==> src/asr_pkg.sv <==
// Package with constants and types for the async SRAM host controller.
// Behaviour
// - Write strobe level picks access direction.
// - Host holds write strobe high when reading.
// - Write ends when any control goes inactive.
// - Write data valid around the ending edge.
// - Address stable before selects become active.
package asr_pkg;
    localparam int ADDR_W        = 20;
    localparam int DATA_W        = 8;
    localparam int CLK_PERIOD_NS = 100;
    // Read cycle time and write pulse width, in ns.
    localparam int T_RC_NS       = 55;
    localparam int T_PWE_NS      = 40;
    // Strobe to high-impedance of device outputs, in ns.
    localparam int T_HZWE_NS     = 25;
    localparam int RD_CYC  = (T_RC_NS + CLK_PERIOD_NS - 1) / CLK_PERIOD_NS;
    localparam int WR_CYC  = (T_PWE_NS + CLK_PERIOD_NS - 1) / CLK_PERIOD_NS;
    localparam int HZ_CYC  = (T_HZWE_NS + CLK_PERIOD_NS - 1) / CLK_PERIOD_NS;
    localparam int CNT_W   = 4;
    localparam logic [CNT_W-1:0] CNT_ZERO = 4'h0;
    localparam logic [CNT_W-1:0] CNT_ONE  = 4'h1;
    typedef enum logic [2:0] {ASR_IDLE, ASR_SETUP, ASR_READ, ASR_WRITE, ASR_HOLD} asr_state_t;
endpackage : asr_pkg

==> src/asr_pins_if.sv <==
// Interface bundling the pin-side strobes between controller core and pin stage.
`timescale 1ns/1ps
interface asr_pins_if;
    import asr_pkg::*;
    logic [ADDR_W-1:0] addr;
    logic [DATA_W-1:0] wdata;
    logic              sel;
    logic              wr;
    logic              rd;
    logic              drive;
    modport core (output addr, wdata, sel, wr, rd, drive);
    modport pins (input addr, wdata, sel, wr, rd, drive);
endinterface : asr_pins_if

==> src/asr_ctrl.sv <==
// Host controller driving an asynchronous 1M x 8 static memory.
`timescale 1ns/1ps
module asr_ctrl
    import asr_pkg::*;
#(
    parameter int RD_CYCLES = RD_CYC,
    parameter int WR_CYCLES = WR_CYC
)
(
    input  wire logic              clk,          // 10 MHz clock.
    input  wire logic              nrst,         // Asynchronous reset, active low.
    input  wire logic              ce,           // Clock enable, freezes state.
    input  wire logic              reqValid,     // Request present.
    output logic                   reqReady,     // Request taken this cycle.
    input  wire logic              reqWrite,     // 1 write, 0 read.
    input  wire logic [ADDR_W-1:0] reqAddr,      // Word address.
    input  wire logic [DATA_W-1:0] reqWdata,     // Write byte.
    output logic                   rspValid,     // Read data valid pulse.
    output logic [DATA_W-1:0]      rspRdata,     // Read byte.
    output logic [ADDR_W-1:0]      addrLines,    // SRAM address.
    output logic                   selectOne_n,  // Select, active low.
    output logic                   selectTwo,    // Select, active high.
    output logic                   outGate_n,    // Output gate, active low.
    output logic                   writeStrobe_n,// Write strobe, active low.
    output logic [DATA_W-1:0]      dataPinsOut,  // Data to pins.
    output logic                   dataPinsOe,   // Host drives data pins.
    input  wire logic [DATA_W-1:0] dataPinsIn    // Data from pins.
);
    ////////////////////////////////////////////////////////////////////////
    asr_state_t        state_q;
    logic [CNT_W-1:0]  cnt_q;
    logic [ADDR_W-1:0] addr_q;
    logic [DATA_W-1:0] wdata_q;
    logic              write_q;
    logic [DATA_W-1:0] din1_q;
    logic [DATA_W-1:0] din2_q;
    asr_pins_if        pif ();

    assign reqReady = (state_q == ASR_IDLE) && ce;

    function automatic logic [CNT_W-1:0] CNT_CAST(input int v);
        CNT_CAST = v[CNT_W-1:0];
    endfunction : CNT_CAST

    // Pin data is asynchronous to clk, so it passes two flops first.
    always_ff @(posedge clk or negedge nrst)
    begin
        if (!nrst)
        begin
            din1_q <= '0;
            din2_q <= '0;
        end
        else if (ce)
        begin
            din1_q <= dataPinsIn;
            din2_q <= din1_q;
        end
    end

    ////////////////////////////////////////////////////////////////////////
    always_ff @(posedge clk or negedge nrst)
    begin
        if (!nrst)
        begin
            state_q <= ASR_IDLE;
            cnt_q   <= CNT_ZERO;
            addr_q  <= '0;
            wdata_q <= '0;
            write_q <= 1'b0;
        end
        else if (ce)
        begin
            case (state_q)
                ASR_IDLE:
                begin
                    if (reqValid)
                    begin
                        addr_q  <= reqAddr;
                        wdata_q <= reqWdata;
                        write_q <= reqWrite;
                        state_q <= ASR_SETUP;
                    end
                end
                ASR_SETUP:
                begin
                    // Address reaches the pins one cycle before any select.
                    cnt_q   <= write_q ? CNT_CAST(WR_CYCLES) : CNT_CAST(RD_CYCLES + 2);
                    state_q <= write_q ? ASR_WRITE : ASR_READ;
                end
                ASR_READ, ASR_WRITE:
                begin
                    if (cnt_q == CNT_ONE)
                        state_q <= ASR_HOLD;
                    else
                        cnt_q <= cnt_q - CNT_ONE;
                end
                ASR_HOLD:
                    state_q <= ASR_IDLE;
                default:
                    state_q <= ASR_IDLE;
            endcase
        end
    end

    // Read data is taken in the hold cycle: only then has the second synchroniser
    // flop seen a byte that the memory drove for a whole cycle, while the gate
    // is still low. Taking it one cycle earlier would catch the released bus.
    always_ff @(posedge clk or negedge nrst)
    begin
        if (!nrst)
        begin
            rspValid <= 1'b0;
            rspRdata <= '0;
        end
        else if (ce)
        begin
            rspValid <= (state_q == ASR_HOLD) && !write_q;
            if ((state_q == ASR_HOLD) && !write_q)
                rspRdata <= din2_q;
        end
    end

    ////////////////////////////////////////////////////////////////////////
    // Selects stay active through HOLD so the write ends on the strobe edge
    // while data is still driven; this gives data hold after the end edge.
    assign pif.addr  = addr_q;
    assign pif.wdata = wdata_q;
    assign pif.sel   = (state_q == ASR_READ) || (state_q == ASR_WRITE) || (state_q == ASR_HOLD);
    assign pif.wr    = (state_q == ASR_WRITE);
    assign pif.rd    = (state_q == ASR_READ);
    assign pif.drive = write_q && (state_q != ASR_IDLE);

    asr_pin_stage u_pins (
        .clk           (clk),
        .nrst          (nrst),
        .ce            (ce),
        .pi            (pif),
        .addrLines     (addrLines),
        .selectOne_n   (selectOne_n),
        .selectTwo     (selectTwo),
        .outGate_n     (outGate_n),
        .writeStrobe_n (writeStrobe_n),
        .dataPinsOut   (dataPinsOut),
        .dataPinsOe    (dataPinsOe)
    );

    ////////////////////////////////////////////////////////////////////////
    addr_stable_a: assert property (@(posedge clk) disable iff (!nrst)
        (!selectOne_n && $past(!selectOne_n)) |-> $stable(addrLines))
        else $error("address moved while selected");
    data_before_a: assert property (@(posedge clk) disable iff (!nrst)
        !writeStrobe_n |-> dataPinsOe) else $error("write without data driven");
    data_hold_a: assert property (@(posedge clk) disable iff (!nrst)
        $rose(writeStrobe_n) |-> dataPinsOe && $stable(dataPinsOut))
        else $error("data changed at write end");
    desel_idle_a: assert property (@(posedge clk) disable iff (!nrst)
        selectOne_n |-> (writeStrobe_n && outGate_n)) else $error("strobe while deselected");
    write_len_a: assert property (@(posedge clk) disable iff (!nrst)
        $fell(writeStrobe_n) |-> !writeStrobe_n [*1] ##1 writeStrobe_n)
        else $error("write pulse length wrong");
    read_resp_a: assert property (@(posedge clk) disable iff (!nrst || !ce)
        (reqValid && reqReady && !reqWrite) |-> ##[4:8] rspValid)
        else $error("read answer missing");
    sel_pair_a: assert property (@(posedge clk) disable iff (!nrst)
        selectOne_n == !selectTwo) else $error("selects disagree");

    rd_cov: cover property (@(posedge clk) disable iff (!nrst) rspValid);
    wr_cov: cover property (@(posedge clk) disable iff (!nrst) $rose(writeStrobe_n));
    b2b_cov: cover property (@(posedge clk) disable iff (!nrst) rspValid ##[1:4] !writeStrobe_n);
endmodule : asr_ctrl

==> src/asr_pin_stage.sv <==
// Registered pin stage that turns core strobes into SRAM control levels.
`timescale 1ns/1ps
module asr_pin_stage
    import asr_pkg::*;
(
    input  wire logic              clk,          // System clock.
    input  wire logic              nrst,         // Asynchronous reset, active low.
    input  wire logic              ce,           // Clock enable.
    asr_pins_if.pins               pi,           // Strobes from the core.
    output logic [ADDR_W-1:0]      addrLines,    // SRAM address.
    output logic                   selectOne_n,  // Select, active low.
    output logic                   selectTwo,    // Select, active high.
    output logic                   outGate_n,    // Output gate, active low.
    output logic                   writeStrobe_n,// Write strobe, active low.
    output logic [DATA_W-1:0]      dataPinsOut,  // Data driven to pins.
    output logic                   dataPinsOe    // High while host drives data.
);
    // All pins come from flops so no glitch can open a spurious write window.
    always_ff @(posedge clk or negedge nrst)
    begin
        if (!nrst)
        begin
            addrLines     <= '0;
            selectOne_n   <= 1'b1;
            selectTwo     <= 1'b0;
            outGate_n     <= 1'b1;
            writeStrobe_n <= 1'b1;
            dataPinsOut   <= '0;
            dataPinsOe    <= 1'b0;
        end
        else if (ce)
        begin
            addrLines     <= pi.addr;
            selectOne_n   <= !pi.sel;
            selectTwo     <= pi.sel;
            writeStrobe_n <= !pi.wr;
            outGate_n     <= !(pi.rd && !pi.wr);
            dataPinsOut   <= pi.wdata;
            dataPinsOe    <= pi.drive;
        end
    end

    strobe_excl_a: assert property (@(posedge clk) disable iff (!nrst)
        !(!writeStrobe_n && !outGate_n)) else $error("gate and strobe both low");
    write_qual_a: assert property (@(posedge clk) disable iff (!nrst)
        !writeStrobe_n |-> (!selectOne_n && selectTwo)) else $error("write without select");
endmodule : asr_pin_stage

==> config.mk <==
export PLATFORM = sky130hd
export DESIGN_NAME = asr_ctrl
export DESIGN_NICKNAME = d
export VERILOG_FILES = /design/src/asr_pkg.sv /design/src/asr_pins_if.sv /design/src/asr_ctrl.sv /design/src/asr_pin_stage.sv
export SDC_FILE = /design/constraint.sdc
export NUM_CORES = 1
export LEC_CHECK = 0
export BUFFER_PORTS_ARGS = -buffer_cell sky130_fd_sc_hd__buf_2
export CORE_MARGIN = 8
export CORE_UTILIZATION = 57
export DETAILED_ROUTE_END_ITERATION = 16
export GPL_ROUTABILITY_DRIVEN = 0
export PLACE_DENSITY_LB_ADDON = 0.05
export SYNTH_ARGS = -nofsm -noshare
export SYNTH_HDL_FRONTEND = slang
export SYNTH_SLANG_ARGS = --single-unit
==> constraint.sdc <==
create_clock -name clk -period 3 [get_ports clk]
set_clock_uncertainty 0.1 [all_clocks]
set_input_delay 0.15 -clock clk [delete_from_list [all_inputs] [get_ports clk]]
set_output_delay 0.15 -clock clk [all_outputs]
set_load 0.005 [all_outputs]
* Word-level counts from Yosys, hierarchy flattened
Cells that the tools add are included.
** Operators by class
- Add/subtract/negate cells :: 1
- Multiply operators :: 0
- Div/mod/pow operators :: 0
- $lt $le $gt $ge :: 0
- Equality and inequality tests :: 8
- Shift-type cells :: 0
- Multiplexer cells :: 7
- Bitwise operators :: 0
- Reduce and logical (&&, ||, !) cells :: 18
** Operators with widths (number)
- case mux 3 bit (3 select lines) :: 1
- AND reduction 3 bit :: 3
- case mux 4 bit (2 select lines) :: 1
- == test 3 x 2 -> 1 bit (second input constant) :: 2
- 2-to-1 mux 3 bit :: 2
- != test 2 bit (second input constant) :: 3
- == test 4 x 1 -> 1 bit (second input constant) :: 1
- logical AND 1 bit :: 4
- logical NOT 1 bit :: 4
- 2-to-1 mux 4 bit :: 1
- subtractor 4 x 1 -> 4 bit (second input constant) :: 1
- == test 3 x 1 -> 1 bit (second input constant) :: 1
- == test 3 bit (second input constant) :: 1
- logical NOT 3 bit :: 1
- nonzero test 3 bit :: 1
- logical OR 1 bit :: 2
- 2-to-1 mux 2 bit :: 1
- AND reduction 2 bit :: 1
- nonzero test 2 bit :: 1
- OR reduction 2 bit :: 1
- 2-to-1 mux 1 bit :: 1
** Word-level totals
- Register bits :: 94
- Bits in latches :: 0
- Bits in writable memories :: 0
- ROM bits :: 0
- Input port bits :: 41
- Logic and storage cells :: 50
- Memories kept :: 0

* Longest topological paths before layout
Gate-level depths: netlist of the first run.
- Depth after elaboration :: 4
- Gate-level depth with buffers :: 5
- Depth with buffers taken out :: 5

* By module
Synthesis of the first run repeated with hierarchy kept, for this count alone.
** Second synthesis, totals
- Cells, all modules :: 237
- Area, all modules :: 3920.0 um2
** By module, submodules not included
- asr_ctrl :: times used 1, cells each 164, area an instance 2541.2 um2, sequential area each 1526.5 um2
- asr_pin_stage :: times used 1, cells each 73, area an instance 1378.8 um2, sequential area each 829.5 um2

* Worst setup path after synthesis of the first run
No wires, ideal clock.
- Path type :: register to register
- Start point :: register state_q[0]
- End point :: register rspRdata[0]
- Library setup time :: 0.125 ns
- Arrival :: 1.387 ns
- Path slack :: 1.388 ns
- Stages on the path, launching flop included :: 5
- Path buffers :: 1
- Cell sequence :: dfrtp_1 -> buf_6 -> nand2b_4 -> nor3_4 -> mux2_4
** Between the ends
- Longest elaborated chain between the ends :: 3
** Ends and longest elaborated chain
- from (decl) :: line asr_ctrl.sv:30 : asr_state_t state_q;
- from (signal assigned) :: line asr_ctrl.sv:88 : state_q <= write_q ? ASR_WRITE : ASR_READ;
- == test 3 bit :: line asr_ctrl.sv:118 : if ((state_q == ASR_HOLD) && !write_q)
- logical AND 1 bit :: line asr_ctrl.sv:118
- AND reduction 2 bit (no line)
- to (signal assigned) :: line asr_ctrl.sv:119 : rspRdata <= din2_q;
- to (decl) :: line asr_ctrl.sv:19 : output logic [DATA_W-1:0] rspRdata,
Every way passes these cells.
A chain may end at the register's enable or synchronous reset.

* Final worst setup path of the first run
- Start point :: register state_q[0]
- End point :: register rspRdata[1]
The elaborated chain is that of the path after synthesis.

==> results of run 1 <==
-- logic make-up (layout without fill, tap and decap cells) --
logic type / after synthesis / count (layout) / share of synthesized area
compound gates: 18 / 18 / 0.0349
simple gates: 24 / 24 / 0.0437
mux: 83 / 83 / 0.259
flops: 94 / 94 / 0.633
buf+inv: 18 / 148 / 0.0235
fa+ha+maj: 2 / 2 / 0.00672
-- routing by layer --
layer | GRT usage | up-vias
li1 | - | 1094
met1 | 0.198 | 1142
met2 | 0.260 | 57
met3 | 0.0590 | 12
met4 | 0.0604 | 0
met5 | 0 | -
-- through the flow --
stage	total power (uW)	util	area (um2)	setup WS [ns]
2_1_floorplan	2750	-	3720	1.39
3_3_place_gp	3170	0.663	4210	1.26
3_5_place_dp	3230	0.663	4210	1.19
4_1_cts	4020	0.751	4770	1.18
5_1_grt	4250	0.751	4770	1.12
6_report	3960	0.751	4770	1.19
-- worst max-delay path by stage --
stage / to / depth (start not counted)
floorplan: rspRdata[0] / 4
global placement: rspRdata[7] / 5
detailed placement: rspRdata[1] / 3
CTS: rspRdata[1] / 3
global route: rspRdata[1] / 3
finish: rspRdata[1] / 3
-- cell usage in the layout, fill, tap and decap left out, drive strengths merged, types with 2 or more instances in the layout --
master / instances
a21o: 2
a31oi: 2
buf: 88
clkbuf: 11
clkinvlp: 3
dfrtp: 91
dfstp: 3
dlygate4sd3: 38
ha: 2
inv: 8
mux2: 82
nand2: 3
nand2b: 4
nor2: 3
nor2b: 3
nor3: 4
o211ai: 3
o21ai: 4
o22a: 2
or3: 2
-- registers in the layout (all words and copies together) (netlist names), 3 cells and up --
register	count
addr_q	20
cnt_q	4
din1_q	8
din2_q	8
pif.wdata	8
rspRdata	8
state_q	3
u_pins.addrLines	20
u_pins.dataPinsOut	8
-- critical path, delay by kind of cell (launching register included) --
family / cells / cell delay (ns)
flops: 1 / 0.49
simple gates: 2 / 0.75
mux: 1 / 0.35
-- cell type report --
cell class / instances / share of cell area
flip-flops and latches: 94 / 0.494
repair buffers: 126 / 0.175
inverters: 6 / 0.00473
multi-input cells: 127 / 0.269
well taps: 77 / 0.0202
clock buffers: 11 / 0.0276
clock inverters: 5 / 0.00893
-- report_power, final --
group | total [uW] | internal (uW) | leakage [uW] | switching (uW)
Sequential | 2070 | 1770 | 0.00117 | 292
Clock | 741 | 311 | 0.0000781 | 430
Combinational | 1160 | 707 | 0.00110 | 448
==> results.yml, run 1 <==
run_status:
  status: "finished clean"
layout:
  area_growth_pct: 27.9
  drive_gt1_frac: 0.518
  multi_input_area_um2: 1280
  fillers: 418
  seqCellArea_um2: 2360
  final_cells: 446
  antenna_cells: 0
  nets: 407
clocking:
  cts_made_buffers: 9
  root_buffer: "clkbuf_8"
  hold_buffers: 38
  cts.sinks: 94
  clk_pin_slew_worst_paths_ns: 0.09
  htreeDepth: 3
  cts_resized: 0
  tritoncts: "done"
  clock_latency_ns: 0.34
  post-cts-setup-buffers: 0
  clk_path_buf_depth: 2
grt:
  antenna_found_initial: 0
  grt_remaining_overflow: 0
  track_usage: 0.163
  grt_max_degree: 49
  grt_pass1_wl_mm: 12.6
  grt_pass1_vias: 2560
detailed_routing:
  num_vias: 2305
  wl_met3_um: 493
  drc: 0
  ant_nets: 0
  met2_length_mm: 3.58
  drt_iter0_drc: 41
  post_drt_wl_per_cell_um: 16.4
  vias_per_cell: 5.17
  top_layer_used: "met4"
  drt-met1-wl_mm: 3.16
  wl_mm: 7.34
  drt_first_pass_iters: 5
critical_path:
  cp-start-kind: "flop"
  r2r_setup_slack_ns: 1.19
  cp-startpoint: "state_q[0]"
  timing.rr.start: "state_q[0]"
  crit_fanout: 9
  cp_slowest_cell: "nor3_4"
  worstPathArrival_ns: 1.93
  crit_required_ns: 3.13
  reg2reg_depth: 3
  critPathKind: "flop to flop"
  cp-end-kind: "flop"
  crit_chain: "nand2b_4 > nor3_4 > mux2_4"
  crit_path_max_incr_delay_ns: 0.54
  r2r-end: "rspRdata[1]"
logic_synthesis:
  synth-edff-count: 0
  ys_seq_area_frac: 0.633
  synth_common_cells: "91 x dfrtp_1, 74 x mux2_2, 10 x buf_2"
  synthArstFlopShare: 1.00
  synthCells: 239
  yosys-top-cells-area: "dfrtp_1 61%, mux2_2 22%, mux2_4 3.2%"
  yosys_warnings: 0
  synth_most_common_cell: "dfrtp_1"
  synth_flop_cell: "dfrtp_1"
  syn_area_um2: 3720
  synthDistinctLibCells: 33
  avgSynthCellArea_um2: 15.6
  synth_fp_nets: 282
  synth_top_area_frac: 0.611
  ys_ff_latch: 94
  synth_top_area_cell: "dfrtp_1"
die:
  die_h_um: 96.8
  ios: 84
  initial_core_util: 0.587
  fp.dieW_um: 96.8
  core_area_um2: 6350
  die_area_um2: 9380
  num_rows: 29
power:
  peakVddDrop_v: 0.000482
  power_density_nw_per_um2: 831
  p_leak_uw: 0.00234
timing:
  holdWs_ns: 0.246
  final.period_utilization: 0.603
  rsz0062_at_grt: "false"
  min_period_ns: 1.81
  hold_viol: 0
  clock.fmax_mhz: 553
  finalSetupViolCount: 0
  relSlewSlack: 0.589
  worstMarginPinSlew_ns: 0.614
  finalMaxSlewViolations: 0
  setup-tns-final_ns: 0
worst_hold_path:
  hold_path_class: "input pin to asynchronous set/reset pin"
placed_design:
  dp.cells: 392
  portBuffers: 83
  hpwl_mm: 4.92
job:
  max_cap_viol_count: 0
Power figures use the tool's default switching activity.
==> inputs of run 2 (changes only) <==
Settings changed: CORE_UTILIZATION 57 to 48.
Clock period 3 ns to 1.5 ns, I/O delays scaled along.
==> run 2 against run 1 <==
Net effect: the flow now finishes with violations (setup timing); total power is 110% higher; final cell count grew 9.0%; sequential share of layout area fell by 3.1 points; critical path type unchanged.
==> results.yml, run 2 (same netlist as run 1, synthesis figures left out) <==
run_status:
  status: "finished with violations"
  violations: "setup timing"
die:
  ios: 84
  core_area_um2: 7610
  num_rows: 32
  fp.dieW_um: 104
  initial_core_util: 0.490
  die_h_um: 104
  die_area_um2: 10800
detailed_routing:
  num_vias: 2396
  post_drt_wl_per_cell_um: 15.9
  wl_mm: 7.71
  drc: 0
  ant_nets: 0
  wl_met3_um: 451
  drt-met1-wl_mm: 3.48
  top_layer_used: "met4"
  met2_length_mm: 3.68
  drt_first_pass_iters: 4
  drt_iter0_drc: 91
  vias_per_cell: 4.93
critical_path:
  cp-start-kind: "flop"
  critPathKind: "flop to flop"
  crit_required_ns: 1.64
  r2r_setup_slack_ns: -0.03
  reg2reg_depth: 5
  cp-startpoint: "cnt_q[1]"
  crit_fanout: 4
  worstPathArrival_ns: 1.67
  cp-end-kind: "flop"
  timing.rr.start: "cnt_q[1]"
  r2r-end: "state_q[0]"
layout:
  nets: 422
  final_cell_mix: "91 x dfrtp_1, 82 x buf_2, 73 x mux2_2"
  stdcell_area_um2: 5080
  antenna_cells: 0
  fin_util: 0.668
  area_growth_pct: 36.4
  reg_top3: "addr_q (20), u_pins.addrLines (20)"
  fillers: 571
  final_common_cell: "dfrtp_1"
  final_cells: 486
  drive_gt1_frac: 0.568
clocking:
  cts.sinks: 94
  htreeDepth: 3
  cts_made_buffers: 9
  tritoncts: "done"
  clk_path_buf_depth: 2
  clock_latency_ns: 0.35
  clk_pin_slew_worst_paths_ns: 0.10
  root_buffer: "clkbuf_8"
grt:
  antenna_found_initial: 0
  grt_max_degree: 36
  track_usage: 0.143
  grt_remaining_overflow: 0
  grt_pass1_wl_mm: 12.7
  grt_pass1_vias: 2573
power:
  p_leak_uw: 0.00248
  fin_total_pwr_uw: 8460
  peakVddDrop_v: 0.000977
  power_density_nw_per_um2: 1660
placed_design:
  hpwl_mm: 4.99
  placed_area_um2: 4370
  place_ws_ns: -0.0836
  portBuffers: 83
  dp.cells: 427
worst_hold_path:
  worstHoldStart: "ce"
  hold_depth: 3
  hold_path_class: "input pin to flop"
  whs_endpoint: "u_pins.outGate_n"
job:
  max_cap_viol_count: 0
timing:
  final.period_utilization: 1.02
  finalSetupViolCount: 3
  worstMarginPinSlew_ns: 0.453
  min_period_ns: 1.53
  setup_ws_ns: -0.0305
  hold_viol: 0
  clock.fmax_mhz: 653
  finalMaxSlewViolations: 0
  rsz0062_at_grt: "true"
  relSlewSlack: 0.698
-- run 2: cell types whose count changed in the layout (fill, tap and decap cells not counted), sizes merged --
cell      change
clkinvlp      -2
buf          +14
clkinv        +1
inv           +2
-- run 2: area by class of cell --
| class | count | area, um2 | area share |
|---|---|---|---|
| timing repair buffer | 141 | 1030 | 0.203 |
| multi-input combinational | 127 | 1360 | 0.267 |
| inverter | 6 | 22.5 | 0.00443 |
| clock buffer | 10 | 138 | 0.0271 |
| sequential | 94 | 2360 | 0.464 |
| clock inverter | 6 | 50.0 | 0.00985 |
| tap | 102 | 128 | 0.0251 |
-- run 2: worst max path at each step --
stage	to	slack [ns]	cells past startpoint
2_1_floorplan	rspRdata[0]	-0.11	4
3_3_place_gp	state_q[0]	-0.01	5
3_5_place_dp	state_q[0]	-0.08	5
4_1_cts	state_q[0]	-0.05	5
5_1_grt	state_q[0]	-0.09	5
6_report	state_q[0]	-0.03	5
-- run 2: report_power, final --
| part | internal, uW | switching [uW] | leakage [uW] |
|---|---|---|---|
| clock network | 676 | 920 | 0.0000956 |
| registers | 3550 | 546 | 0.00117 |
| logic | 1710 | 1050 | 0.00122 |
| total | 5940 | 2520 | 0.00248 |
-- run 2: routing by layer --
| layer | track usage | up-vias |
|---|---|---|
| li1 | - | 1126 |
| met4 | 0.0455 | 0 |
| met1 | 0.181 | 1189 |
| met5 | 0 | - |
| met2 | 0.225 | 72 |
| met3 | 0.0477 | 9 |
-- run 2: through the flow --
| stage | hold WS [ns] | setup TNS (ns) |
|---|---|---|
| 2_1_floorplan | -0.321 | -0.900 |
| 3_3_place_gp | -0.0387 | -0.0121 |
| 3_5_place_dp | -0.0364 | -0.123 |
| 4_1_cts | 0.0368 | -0.0646 |
| 5_1_grt | 0.0499 | -1.43 |
| 6_report | 0.0535 | -0.0395 |
-- run 2: worst max-delay path: stages, from the launching register on --
cell      delay (ns)
dfrtp_1         0.40
inv_2           0.08
ha_4            0.12
or3b_4          0.40
a221oi_2        0.23
o21ai_1         0.08
-- run 2: repair_timing --
action / in CTS / in global routing
gates resized for setup: 9 / 10
setup buffers: 1 / 2
setup endpoints to repair: 6 / 36
hold buffers: 38 / 0
pin swaps: 4 / 4
cloned: 0 / 2
endpoints found under the hold margin: 130 / 0
==> inputs of run 3 (changes only) <==
Settings changed: MAX_ROUTING_LAYER set to met4, PLACE_DENSITY set to 0.75, PLACE_DENSITY_LB_ADDON 0.05 to not set.
==> run 3 against run 2 <==
Net effect: the flow still finishes with violations (setup timing); combinational power grew 1%; count of clock-buffer cells in the layout is the same; final cell count grew 0.62%; routed wire length grew 9.3%; total power grew 4.1%; non-clock buffer count grew 3; sequential share of layout area shrank 0.58 points; die area is the same; hold slack gained 0.0036 ns; critical path depth is the same; flip-flop and latch count is the same; fmax shrank 1.1%; highest routed layer unchanged.
==> results.yml, run 3 (same netlist as run 1, synthesis figures left out) <==
die:
  fp.dieW_um: 104
  die_h_um: 104
  ios: 84
  num_rows: 32
  initial_core_util: 0.490
  core_area_um2: 7610
  die_area_um2: 10800
layout:
  final_cell_mix: "90 x dfrtp_1, 82 x buf_2, 73 x mux2_2"
  final_cells: 489
  fillers: 550
  antenna_cells: 0
  reg_top3: "addr_q (20), u_pins.addrLines (20)"
  area_growth_pct: 38.2
  drive_gt1_frac: 0.566
  seqCellArea_um2: 2360
  final_common_cell: "dfrtp_1"
  nets: 425
  multi_input_area_um2: 1350
detailed_routing:
  post_drt_wl_per_cell_um: 17.2
  drt_iter0_drc: 93
  drt_first_pass_iters: 4
  vias_per_cell: 5.03
  ant_nets: 0
  drc: 0
  wl_mm: 8.42
  num_vias: 2460
critical_path:
  reg2reg_depth: 5
  crit_fanout: 7
  critPathKind: "flop to flop"
  r2r_setup_slack_ns: -0.05
  cp-startpoint: "state_q[1]"
  cp_slowest_cell: "dfrtp_2"
  r2r-end: "addr_q[4]"
  timing.rr.start: "state_q[1]"
  crit_chain: "nor2_4 > nand4_1 > buf_6 > clkbuf_16 > mux2_2"
  cp-end-kind: "flop"
  worstPathArrival_ns: 1.69
  crit_path_max_incr_delay_ns: 0.48
  cp-start-kind: "flop"
  crit_path_end: "addr_q[4]"
  crit_required_ns: 1.64
power:
  clkPwrFrac: 0.212
  power_density_nw_per_um2: 1710
  peakVddDrop_v: 0.000946
  p_leak_uw: 0.00252
  p_switching_uw: 2580
  p_int_uw: 6230
  seqPwrFrac: 0.469
  power_frac_comb: 0.320
  p_sw_frac: 0.293
placed_design:
  portBuffers: 83
  dp.cells: 429
  hpwl_mm: 5.32
clocking:
  root_buffer: "clkbuf_8"
  htreeDepth: 3
  clk_pin_slew_worst_paths_ns: 0.10
  clock_latency_ns: 0.35
  tritoncts: "done"
  cts.sinks: 94
  clk_path_buf_depth: 2
  cts_made_buffers: 9
grt:
  antenna_found_initial: 0
  track_usage: 0.161
  grt_max_degree: 49
  grt_remaining_overflow: 0
  grt_pass1_wl_mm: 13.8
  grt_pass1_vias: 2791
worst_hold_path:
  hold_path_class: "input pin to asynchronous set/reset pin"
timing:
  final.period_utilization: 1.03
  setup_ws_ns: -0.0480
  relSlewSlack: 0.782
  hold_viol: 0
  finalMaxSlewViolations: 0
  clock.fmax_mhz: 646
  min_period_ns: 1.55
  finalSetupViolCount: 31
  holdWs_ns: 0.0571
  rsz0062_at_grt: "true"
  worstMarginPinSlew_ns: 0.323
run_status:
  violations: "setup timing"
  status: "finished with violations"
job:
  max_cap_viol_count: 0
-- run 3: cell type report --
class | instances | area share
tap | 102 | 0.0248
sequential | 94 | 0.458
inverter | 6 | 0.00437
clock buffer | 10 | 0.0248
multi-input combinational | 127 | 0.261
clock inverter | 6 | 0.0182
timing repair buffer | 144 | 0.209
-- run 3: per-stage QoR --
| step | power, uW | setup WS, ns | util | setup TNS [ns] | instance area (um2) |
|---|---|---|---|---|---|
| 5_1_grt | 9330 | -0.0941 | 0.677 | -2.02 | 5150 |
| 4_1_cts | 8740 | -0.0195 | 0.665 | -0.0195 | 5060 |
| 3_5_place_dp | 6670 | -0.0756 | 0.575 | -0.812 | 4370 |
| 2_1_floorplan | 5510 | -0.112 | - | -0.900 | 3730 |
| 3_3_place_gp | 6510 | -0.0140 | 0.575 | -0.262 | 4370 |
| 6_report | 8810 | -0.0480 | 0.677 | -0.602 | 5150 |
-- run 3: how the worst min path moves through the flow --
stage,start,to
after floorplan,nrst,addr_q[0]
after global placement,nrst,rspRdata[2]
after detailed placement,nrst,rspRdata[2]
after CTS,nrst,rspRdata[2]
after global routing,nrst,rspRdata[2]
final,nrst,rspRdata[2]
-- run 3: repair_timing --
action / in CTS / in global routing
pin swaps: 3 / 4
hold buffers: 38 / 0
resized for setup: 11 / 7
setup buffers: 3 / 1
hold endpoints to repair: 131 / 0
cloned: 1 / 2
endpoints found under the setup margin: 33 / 43
-- run 3: power groups by stage --
stage | clock [uW] | combinational, uW | sequential [uW]
detailed placement | 0 | 2530 | 4130
CTS | 1900 | 2730 | 4110
floorplan | 0 | 1450 | 4060
global route | 2000 | 3080 | 4250
finish | 1860 | 2810 | 4130
global placement | 0 | 2440 | 4070
-- run 3: critical path: cells and delay by family (launching register included) --
family,cells,cell delay [ns]
buf+inv,2,0.34
flops,1,0.48
simple gates,2,0.23
mux,1,0.28
-- run 3: layer usage --
metal | up-vias | global-route usage | share of wire
met4 | 0 | 0.0620 | 0.016
met2 | 60 | 0.269 | 0.52
li1 | 1136 | - | -
met3 | 10 | 0.0316 | 0.031
met1 | 1254 | 0.187 | 0.44
met5 | - | - | 0
